File: src/pkg/rtc_consts.svh
// Constants of the real-time clock block: widths, reset values, timing.
// Assumes it is included by bare name from the block's package and modules.
`ifndef RTC_CONSTS_SVH
`define RTC_CONSTS_SVH

// ==========================================================
// Widths of the counter chain
`define RTC_PRE_W 6
`define RTC_DIV_W 20
`define RTC_TIME_W 32
`define RTC_LONG_W 58
`define RTC_TICKN_W 16

// ==========================================================
// Fixed prescale and reset values
`define RTC_PRE_LAST 6'h3F
`define RTC_DIV_RST 20'h00000
`define RTC_TIME_RST 32'h00000000
`define RTC_ALARM_RST 32'hFFFFFFFF
`define RTC_TICKN_RST 16'h0000

// ==========================================================
// Oscillator detection after reset
`define RTC_CLK_PERIOD_PS 4000
`define RTC_DETECT_WINDOW_NS 100000
`define RTC_DETECT_EDGES 8'h04

// ==========================================================
// External interrupt source select bits
`define RTC_SEL_TICK 0
`define RTC_SEL_ALARM 1

`endif

File: src/pkg/rtc_pkg.sv
// Types shared by the real-time clock modules.
// Assumes rtc_consts.svh sits on the include path.
`include "rtc_consts.svh"

package rtc_pkg;
  // Which oscillator feeds the timekeeper
  typedef enum logic {RTC_SRC_MAIN, RTC_SRC_LP} rtc_src_t;
  // Start-up detection of the low-power oscillator
  typedef enum logic [1:0] {RTC_ST_DETECT, RTC_ST_DECIDE, RTC_ST_RUN} rtc_state_t;
endpackage : rtc_pkg

File: src/pkg/rtc_pre_if.sv
// Carrier between the timekeeper core and its prescaler stage.
// Assumes both ends run on the same system clock.
`timescale 1ns/1ps
`default_nettype none
`include "rtc_consts.svh"

interface rtc_pre_if;
  logic osc_edge;
  logic run;
  logic [`RTC_DIV_W-1:0] period;
  logic tick;
  logic [`RTC_PRE_W-1:0] pre_count;
  logic [`RTC_DIV_W-1:0] div_count;

  // Core side drives the source edge and the period
  modport ctl (output osc_edge, output run, output period,
               input tick, input pre_count, input div_count);
  // Prescaler side turns edges into basic ticks
  modport pre (input osc_edge, input run, input period,
               output tick, output pre_count, output div_count);
endinterface : rtc_pre_if

`default_nettype wire

File: src/core/rtc_top.sv
// Real-time clock: oscillator pick, tick chain, time counter, alarm, wake.
// Assumes control inputs come from logic on CLK_SYS; oscillator pins do not.
//
// How it works
// RL1 - Clock taken straight from either oscillator
// RL2 - Keeps counting in idle and power-down
// RL3 - Cyclic interrupt every tick and n ticks
// RL4 - Chained counters form one 58-bit timer
// RL5 - Wake config set: leave power-down after delay
// RL6 - Input divided by 64, then 20-bit divider
// RL7 - Divider reloads tick period each tick
// RL8 - Tick interrupt once per basic tick
// RL9 - Loadable 32-bit time counter counts ticks
// RL10 - Time continuously compared with 32-bit alarm
// RL11 - Equal time and alarm raises alarm interrupt
// RL12 - Interrupts routable to fast wake interrupt
// RL13 - Oscillator-off bit stops clock in power-down
// RL14 - Disabled: both oscillators off in power-down
// RL15 - Low-power oscillation detected: use it
// RL16 - Low-power source: main off in power-down
// RL17 - No low-power oscillation: use main oscillator
// RL18 - Main source, enabled: main stays on
// RL19 - Timekeeper state reachable by software side
// RL20 - Time counter wraps to zero
`timescale 1ns/1ps
`default_nettype none
`include "rtc_consts.svh"

module rtc_top #(
  parameter int unsigned DETECT_CYCLES = (`RTC_DETECT_WINDOW_NS * 1000) / `RTC_CLK_PERIOD_PS
) (
  input wire logic CLK_SYS,
  input wire logic SYS_RST,
  input wire logic MAIN_OSC_INPUT,
  input wire logic LOW_POWER_OSC_INPUT,
  input wire logic TIMEKEEPER_ENABLE,
  input wire logic OSC_OFF_IN_POWERDOWN,
  input wire logic POWERDOWN_WAKE_CONFIG,
  input wire logic IDLE_MODE,
  input wire logic POWERDOWN_MODE,
  input wire logic [`RTC_DIV_W-1:0] TICK_PERIOD_RELOAD,
  input wire logic TIME_LOAD,
  input wire logic [`RTC_TIME_W-1:0] TIME_LOAD_VALUE,
  input wire logic ALARM_LOAD,
  input wire logic [`RTC_TIME_W-1:0] ALARM_LOAD_VALUE,
  input wire logic TICK_N_ENABLE,
  input wire logic [`RTC_TICKN_W-1:0] TICK_N_COUNT,
  input wire logic ALARM_ENABLE,
  input wire logic [1:0] EXTERNAL_IRQ_SOURCE_SELECT,
  output logic TICK_INTERRUPT,
  output logic TICK_N_INTERRUPT,
  output logic ALARM_INTERRUPT,
  output logic FAST_EXT_IRQ,
  output logic POWERDOWN_WAKE,
  output logic MAIN_OSC_ENABLE,
  output logic LOW_POWER_OSC_OUTPUT,
  output logic LP_OSC_SELECTED,
  output logic DETECT_DONE,
  output logic [`RTC_TIME_W-1:0] TIME_COUNT,
  output logic [`RTC_TIME_W-1:0] ALARM_VALUE,
  output logic [`RTC_LONG_W-1:0] LONG_TIMER
);

  rtc_pre_if pre_if ();

  logic [1:0] pin_in;
  logic [1:0] sync1;
  logic [1:0] sync2;
  logic [1:0] pin_prev;
  logic [1:0] pin_edge;
  rtc_pkg::rtc_state_t state;
  rtc_pkg::rtc_src_t src;
  logic [31:0] win_count;
  logic [7:0] lp_edges;
  logic keep_running;
  logic alarm_match;
  logic alarm_match_q;
  logic [`RTC_TICKN_W-1:0] tick_n_count;
  logic next_fast;

  // ==========================================================
  // Oscillator pin synchronisers
  // Both pins come from free oscillators, so each gets two flops first
  assign pin_in = {LOW_POWER_OSC_INPUT, MAIN_OSC_INPUT};

  generate
    for (genvar i = 0; i < 2; i++) begin : g_sync
      // Two-flop synchroniser, then an edge detector on the second stage
      always_ff @(posedge CLK_SYS) begin
        if (SYS_RST) begin
          sync1[i] <= 1'b0;
          sync2[i] <= 1'b0;
          pin_prev[i] <= 1'b0;
        end else begin
          sync1[i] <= pin_in[i];
          sync2[i] <= sync1[i];
          pin_prev[i] <= sync2[i];
        end
      end
      assign pin_edge[i] = sync2[i] && !pin_prev[i];
    end
  endgenerate

  // ==========================================================
  // Start-up detection of the low-power oscillator
  // The window restarts on every reset, so detection happens at power-on
  // and after each reset alike; a dead crystal simply yields no edges.
  always_ff @(posedge CLK_SYS) begin
    if (SYS_RST) begin
      state <= rtc_pkg::RTC_ST_DETECT;
      win_count <= 32'h00000000;
    end else begin
      unique case (state)
        rtc_pkg::RTC_ST_DETECT: begin
          win_count <= win_count + 32'h00000001;
          if (win_count >= DETECT_CYCLES - 1) begin
            state <= rtc_pkg::RTC_ST_DECIDE;
          end
        end
        rtc_pkg::RTC_ST_DECIDE: begin
          state <= rtc_pkg::RTC_ST_RUN;
        end
        rtc_pkg::RTC_ST_RUN: begin
          state <= rtc_pkg::RTC_ST_RUN;
        end
      endcase
    end
  end

  // Edge count saturates so a long window cannot wrap it back below threshold
  always_ff @(posedge CLK_SYS) begin
    if (SYS_RST) begin
      lp_edges <= 8'h00;
    end else if (state == rtc_pkg::RTC_ST_DETECT && pin_edge[1] && lp_edges != 8'hFF) begin
      lp_edges <= lp_edges + 8'h01;
    end
  end

  // RL15 pick low-power source
  // RL17 else main oscillator
  always_ff @(posedge CLK_SYS) begin
    if (SYS_RST) begin
      src <= rtc_pkg::RTC_SRC_MAIN;
    end else if (state == rtc_pkg::RTC_ST_DECIDE) begin
      src <= (lp_edges >= `RTC_DETECT_EDGES) ? rtc_pkg::RTC_SRC_LP : rtc_pkg::RTC_SRC_MAIN;
    end
  end

  always_ff @(posedge CLK_SYS) begin
    if (SYS_RST) begin
      LP_OSC_SELECTED <= 1'b0;
      DETECT_DONE <= 1'b0;
    end else begin
      LP_OSC_SELECTED <= (src == rtc_pkg::RTC_SRC_LP);
      DETECT_DONE <= (state == rtc_pkg::RTC_ST_RUN);
    end
  end

  // ==========================================================
  // Feed of the prescaler
  // The timekeeper keeps its oscillator only when enabled and not told
  // to drop it in power-down.
  assign keep_running = TIMEKEEPER_ENABLE && !(POWERDOWN_MODE && OSC_OFF_IN_POWERDOWN);

  // RL1 direct oscillator edge
  assign pre_if.osc_edge = (src == rtc_pkg::RTC_SRC_LP) ? pin_edge[1] : pin_edge[0];
  // RL2 idle does not gate
  // IDLE_MODE is deliberately not a term: counting goes on in idle
  assign pre_if.run = keep_running && (state == rtc_pkg::RTC_ST_RUN);
  assign pre_if.period = TICK_PERIOD_RELOAD;

  rtc_prescaler u_pre (
    .clk(CLK_SYS),
    .rst(SYS_RST),
    .pre_if(pre_if)
  );

  // ==========================================================
  // Time counter
  // RL9 load and count
  // RL19 software load port
  // A load in the tick cycle wins: software sets the time it means to set
  always_ff @(posedge CLK_SYS) begin
    if (SYS_RST) begin
      TIME_COUNT <= `RTC_TIME_RST;
    end else if (TIME_LOAD) begin
      TIME_COUNT <= TIME_LOAD_VALUE;
    end else if (pre_if.tick) begin
      // RL20 wrap past all-ones
      TIME_COUNT <= TIME_COUNT + 32'h00000001;
    end
  end

  // Alarm register
  // RL19 software alarm load
  always_ff @(posedge CLK_SYS) begin
    if (SYS_RST) begin
      ALARM_VALUE <= `RTC_ALARM_RST;
    end else if (ALARM_LOAD) begin
      ALARM_VALUE <= ALARM_LOAD_VALUE;
    end
  end

  // RL4 58-bit chain view
  // The 20-bit divider stage counts down while the divide-by-64 stage counts up, so this is a raw chain image
  always_ff @(posedge CLK_SYS) begin
    if (SYS_RST) begin
      LONG_TIMER <= '0;
    end else begin
      LONG_TIMER <= {TIME_COUNT, pre_if.div_count, pre_if.pre_count};
    end
  end

  // ==========================================================
  // Interrupt requests
  // RL10 continuous compare
  assign alarm_match = (TIME_COUNT == ALARM_VALUE);

  always_ff @(posedge CLK_SYS) begin
    if (SYS_RST) begin
      alarm_match_q <= 1'b1;
    end else begin
      alarm_match_q <= alarm_match;
    end
  end

  // RL11 alarm on match
  // Only the start of a match fires, so a held match gives one request
  always_ff @(posedge CLK_SYS) begin
    if (SYS_RST) begin
      ALARM_INTERRUPT <= 1'b0;
    end else begin
      ALARM_INTERRUPT <= ALARM_ENABLE && alarm_match && !alarm_match_q;
    end
  end

  // RL8 tick request
  // RL3 every basic tick
  always_ff @(posedge CLK_SYS) begin
    if (SYS_RST) begin
      TICK_INTERRUPT <= 1'b0;
    end else begin
      TICK_INTERRUPT <= pre_if.tick;
    end
  end

  // RL3 every n ticks
  // n of zero never fires; disabling also restarts the count
  always_ff @(posedge CLK_SYS) begin
    if (SYS_RST) begin
      tick_n_count <= `RTC_TICKN_RST;
      TICK_N_INTERRUPT <= 1'b0;
    end else if (!TICK_N_ENABLE || TICK_N_COUNT == `RTC_TICKN_RST) begin
      tick_n_count <= `RTC_TICKN_RST;
      TICK_N_INTERRUPT <= 1'b0;
    end else if (pre_if.tick) begin
      if (tick_n_count >= TICK_N_COUNT - 16'h0001) begin
        tick_n_count <= `RTC_TICKN_RST;
        TICK_N_INTERRUPT <= 1'b1;
      end else begin
        tick_n_count <= tick_n_count + 16'h0001;
        TICK_N_INTERRUPT <= 1'b0;
      end
    end else begin
      TICK_N_INTERRUPT <= 1'b0;
    end
  end

  // ==========================================================
  // Fast external interrupt and wake
  // RL12 source select routing
  // The n-tick request shares the tick route; it is the programmed delay
  assign next_fast = (EXTERNAL_IRQ_SOURCE_SELECT[`RTC_SEL_TICK]
                      && (TICK_INTERRUPT || TICK_N_INTERRUPT))
                     || (EXTERNAL_IRQ_SOURCE_SELECT[`RTC_SEL_ALARM] && ALARM_INTERRUPT);

  always_ff @(posedge CLK_SYS) begin
    if (SYS_RST) begin
      FAST_EXT_IRQ <= 1'b0;
    end else begin
      FAST_EXT_IRQ <= next_fast;
    end
  end

  // RL5 wake from power-down
  always_ff @(posedge CLK_SYS) begin
    if (SYS_RST) begin
      POWERDOWN_WAKE <= 1'b0;
    end else begin
      POWERDOWN_WAKE <= POWERDOWN_MODE && POWERDOWN_WAKE_CONFIG && next_fast;
    end
  end

  // ==========================================================
  // Oscillator enables
  // Outside power-down both run, so the detector can see the crystal.
  // Note: with the main source the clock survives power-down unless disabled or the oscillator-off bit is set.
  always_ff @(posedge CLK_SYS) begin
    if (SYS_RST) begin
      MAIN_OSC_ENABLE <= 1'b1;
      LOW_POWER_OSC_OUTPUT <= 1'b1;
    end else if (!POWERDOWN_MODE) begin
      MAIN_OSC_ENABLE <= 1'b1;
      LOW_POWER_OSC_OUTPUT <= 1'b1;
    end else begin
      // RL16 low-power: main off
      // RL18 main kept if enabled
      // RL13 oscillator-off bit
      // RL14 disabled: both off
      MAIN_OSC_ENABLE <= (src == rtc_pkg::RTC_SRC_MAIN) && keep_running;
      LOW_POWER_OSC_OUTPUT <= (src == rtc_pkg::RTC_SRC_LP) && keep_running;
    end
  end

endmodule : rtc_top

`default_nettype wire

File: src/core/rtc_prescaler.sv
// Fixed divide-by-64 stage and reloadable 20-bit tick divider.
// Assumes osc_edge is a one-cycle pulse already synchronised to clk.
`timescale 1ns/1ps
`default_nettype none
`include "rtc_consts.svh"

module rtc_prescaler (
  input wire logic clk,
  input wire logic rst,
  rtc_pre_if.pre pre_if
);

  logic div_step;

  // ==========================================================
  // Divide by 64
  // RL6 fixed first stage
  always_ff @(posedge clk) begin
    if (rst) begin
      pre_if.pre_count <= '0;
    end else if (pre_if.run && pre_if.osc_edge) begin
      pre_if.pre_count <= pre_if.pre_count + 6'h01;
    end
  end

  // The divider steps once per wrap of the first stage
  assign div_step = pre_if.run && pre_if.osc_edge && (pre_if.pre_count == `RTC_PRE_LAST);

  // ==========================================================
  // Tick divider
  // RL7 reload from period
  // Counting down to zero keeps a period change from tearing the current tick
  always_ff @(posedge clk) begin
    if (rst) begin
      pre_if.div_count <= `RTC_DIV_RST;
    end else if (div_step) begin
      if (pre_if.div_count == `RTC_DIV_RST) begin
        pre_if.div_count <= pre_if.period;
      end else begin
        pre_if.div_count <= pre_if.div_count - 20'h00001;
      end
    end
  end

  // RL6 tick from divider
  always_ff @(posedge clk) begin
    if (rst) begin
      pre_if.tick <= 1'b0;
    end else begin
      pre_if.tick <= div_step && (pre_if.div_count == `RTC_DIV_RST);
    end
  end

endmodule : rtc_prescaler

`default_nettype wire

File: config.mk
export PLATFORM = sky130hd
export DESIGN_NAME = rtc_top
export DESIGN_NICKNAME = d
export VERILOG_FILES = /design/src/pkg/rtc_pkg.sv /design/src/pkg/rtc_pre_if.sv /design/src/core/rtc_top.sv /design/src/core/rtc_prescaler.sv
export VERILOG_INCLUDE_DIRS = /design/src /design/src/pkg
export SDC_FILE = /design/constraint.sdc
export NUM_CORES = 1
export LEC_CHECK = 0
export BUFFER_PORTS_ARGS = -buffer_cell sky130_fd_sc_hd__buf_4
export CAP_MARGIN = 10
export CORE_MARGIN = 2
export CORE_UTILIZATION = 56
export CTS_BUF_LIST = sky130_fd_sc_hd__clkbuf_8
export DETAILED_ROUTE_END_ITERATION = 10
export PLACE_DENSITY = 0.83
export RECOVER_POWER = 100
export SLEW_MARGIN = 0
export SYNTH_ARGS = -nofsm -noshare
export SYNTH_HDL_FRONTEND = slang
export SYNTH_SLANG_ARGS = --single-unit
export TNS_END_PERCENT = 1
File: constraint.sdc
create_clock -name CLK_SYS -period 3.9 [get_ports CLK_SYS]
set_input_delay 0.195 -clock CLK_SYS [delete_from_list [all_inputs] [get_ports CLK_SYS]]
set_output_delay 0.195 -clock CLK_SYS [all_outputs]
set_load 0.02 [all_outputs]
==> key figures <==
Placed design
  • Gpl congestion: a little over 0.9
  • Hpwl dp: ~19000 µm
  • IO buf count: between 200 and 250
  • Cell Area, Placed: between 0.01 and 0.015 mm²

Global route
  • Vias in the first global route: 9557
  • Initial antenna violation count: 1
  • Largest net degree at the start of global routing: 110
  • Congestion Overflow GR: 0
  • Total track usage: 0.306
  • First-pass GRT wire length: 48800 µm

Clock network
  • Reg clk slew, reported paths: approximately 0.06 ns
  • Root cell of the clock tree: clkbuf_8
  • Clk_lat worst skew: 0.53 ns
  • CTS tree: done
  • Setup Fix Bufs, Post-CTS: 0
  • Cts repair resizes: 0
  • Sink Count: between 200 and 250
  • CTS buffer count: 38
  • Clock Path Buffers: 3
  • H-tree depth: 2

Run status
  • Violated checks: max-capacitance violations, max-slew violations
  • Status: finished, violations left

Logic synthesis
  • Syn Nets: between 1000 and 1500
  • Sequential fraction of the synthesis area: 0.441
  • Unique cell type count in the Yosys netlist: 64
  • Cells after synthesis: about 1100
  • Synth Register Bits: ~220
  • Asr flop ratio synth: 0
  • Syn_area_per_cell: around 9 µm²
  • Ys flop type: dfxtp_1
  • YS warnings: 0
  • Area of the mapped netlist: between 0.01 and 0.015 mm²
  • EDFF count, synth: 0

Power
  • Flop pwr share: 0.474
  • Maximum VDD drop: between 0.3 and 0.4 mV
  • Int Pwr: 3830 µW
  • Switching share of power: 0.266
  • NetSw: between 1000 and 1500 µW
  • Combinational share of power: 0.122
  • Leakage power: 0.00501 µW
  • P per Cell Area: about 400 mW/mm²
  • Clk pwr share: 0.403

Worst hold path
  • Hold Crit Class: in -> reg

Setup path
  • CP Max Fanout: 8
  • CP Cell Sequence: or3b_1 -> a221oi_1 -> nand4_1 -> o41ai_1 -> o22ai_1
  • CP arrival: 3.57 ns
  • Sum of buffers and inverters on the critical path: 0
  • CP max-delay cell: a221oi_1
  • CP required: 4.26 ns
  • Reg2reg setup slack: between 0.6 and 0.7 ns
  • Crit path max-delay family: compound AO/OA/AOI/OAI gates
  • CP Capture Type: register
  • Crit path kind: reg -> reg
  • Crit path largest cell delay: between 0.9 and 1 ns
  • Crit start category: register

Route
  • Via count: between 9000 and 10000
  • DR pass1 iterations: 6
  • 1st-iter DRT viols: 820
  • Routed len/inst: about 18 µm
  • Final WL: 30500 µm
  • Drt drc: 0
  • Via density: a little under 6
  • Post-route ant nets: 0

STA
  • Setup Skew: around 0.021 ns
  • Final Cycle Share: 0.825
  • Endpoints failing hold: 0
  • Post-route setup TNS: 0 ns
  • Final setup viols: 0
  • RSZ-0062 raised after global routing: false
  • Least-Margin Pin Slew: 2.25 ns
  • Min Tclk post-route: about 3.2 ns
  • FMAX: 311 MHz
  • Max_slew headroom: -0.497
  • Fin. max-slew vios: 110

Flow run
  • Max cap viols: 1

Floorplanning
  • Initial Utilization: 0.568
  • CORE AREA: approximately 0.018 mm²
  • IO Pins: roughly 250
  • Die width: 139 µm
  • Area of the die: about 0.019 mm²
  • Cell Rows: slightly below 50
  • Vert. Die Dim: between 100 and 150 µm

Finish
  • Area grow syn2layout: 28.6%
  • Share of layout cells above drive strength 1: 0.124
  • Antenna Cells: 0
  • Commonest non-fill, non-tap cell in the layout: dfxtp_1
  • Commonest cells after routing, fill and taps aside: dfxtp_1 (224), clkbuf_1 (133), buf_4 (115), nor2_1 (111), nor2b_1 (90)
  • Nets: approximately 1600
  • Post-route cell area: between 0.01 and 0.015 mm²
[through the flow]
stage / hold slack [ns] / util / power [µW] / cells / setup WS (ns)
2_1_floorplan: 0.311 / - / 2850 / 1133 / 0.504
3_3_place_gp: 0.400 / 0.676 / 3110 / 1551 / 0.504
3_5_place_dp: 0.401 / 0.676 / 3120 / 1551 / 0.405
4_1_cts: 0.00236 / 0.761 / 5250 / 1692 / 0.930
5_1_grt: 0.00568 / 0.731 / 5410 / 1692 / 0.435
6_report: 0.0110 / 0.731 / 5220 / 1692 / 0.683
[registers in the layout, summed over array words and instances, names as in the netlist, 2 cells and up]
| register | count |
|---|---|
| u_pre.pre_if.pre_count | 6 |
| TIME_COUNT | 32 |
| u_pre.pre_if.div_count | 20 |
| lp_edges | 8 |
| sync1 | 2 |
| ALARM_VALUE | 32 |
| win_count | 32 |
| sync2 | 2 |
| LONG_TIMER | 58 |
| state | 2 |
| pin_prev | 2 |
| tick_n_count | 16 |
[power groups by stage]
stage / sequential [µW] / combinational, µW / clock, µW
floorplan: 2570 / 281 / 0
global placement: 2520 / 591 / 0
detailed placement: 2520 / 603 / 0
CTS: 2470 / 669 / 2110
global route: 2480 / 690 / 2240
finish: 2480 / 638 / 2110
[area by class of cell]
cell class                      count  area, µm²
Clock inverter                     13       55.1
Clock buffer                       51        702
Multi-Input combinational cell    816       5290
Tap cell                          229        287
Inverter                           32        120
Sequential cell                   224       4480
Timing Repair Buffer              327       2140
Fill cell                        1395       4820
[layer usage]
layer / global-route usage / wire length, µm
met4: 0.155 / 1420
met3: 0.0684 / 2290
met1: 0.385 / 12400
met5: 0 / 11
met2: 0.498 / 14400
[synthesized netlist by cell type (all sizes together), types with 30 or more instances]
cell	count	area (µm²)
nand2	69	259
dfxtp	224	4480
o21ai	30	150
xor2	36	315
nor3	42	210
clkbuf	46	173
a211o	34	298
xnor2	81	709
nor2b	90	563
nand4	45	297
inv	32	120
a21oi	39	195
nor2	112	423
[kinds of logic after synthesis]
family / share of synthesized area
buffers and inverters: 0.0357
DFF: 0.441
and+or+nand+nor: 0.255
adders and majority gates: 0.0344
xor gates and xnor gates: 0.101
muxes: 0.00996
AOI/OAI and AO/OA: 0.123
[tightest hold or removal path: stages]
cell,delay (ns)
buf_4,0.11
nor2_1,0.10
a211oi_1,0.06
[worst paths after layout]
kind | to | from | cells past startpoint
worst min-delay path | TIME_COUNT[28]$_SDFFE_PP0P_ | TIME_LOAD_VALUE[28] | 3
worst max-delay path | u_pre.pre_if.div_count[19]$_SDFFE_PP0P_ | src$_SDFFE_PP0N_ | 5
worst min register to register | sync2[1]$_SDFF_PP0_ | sync1[1]$_SDFF_PP0_ | 1
worst max register to register | u_pre.pre_if.div_count[19]$_SDFFE_PP0P_ | src$_SDFFE_PP0N_ | 5
[repair_timing]
item                                    4_1_cts  5_1_grt
hold buffers                                 77        0
endpoints found under the setup margin        0        0
endpoints found under the hold margin        75        0
(Power assumes the default switching activity.)
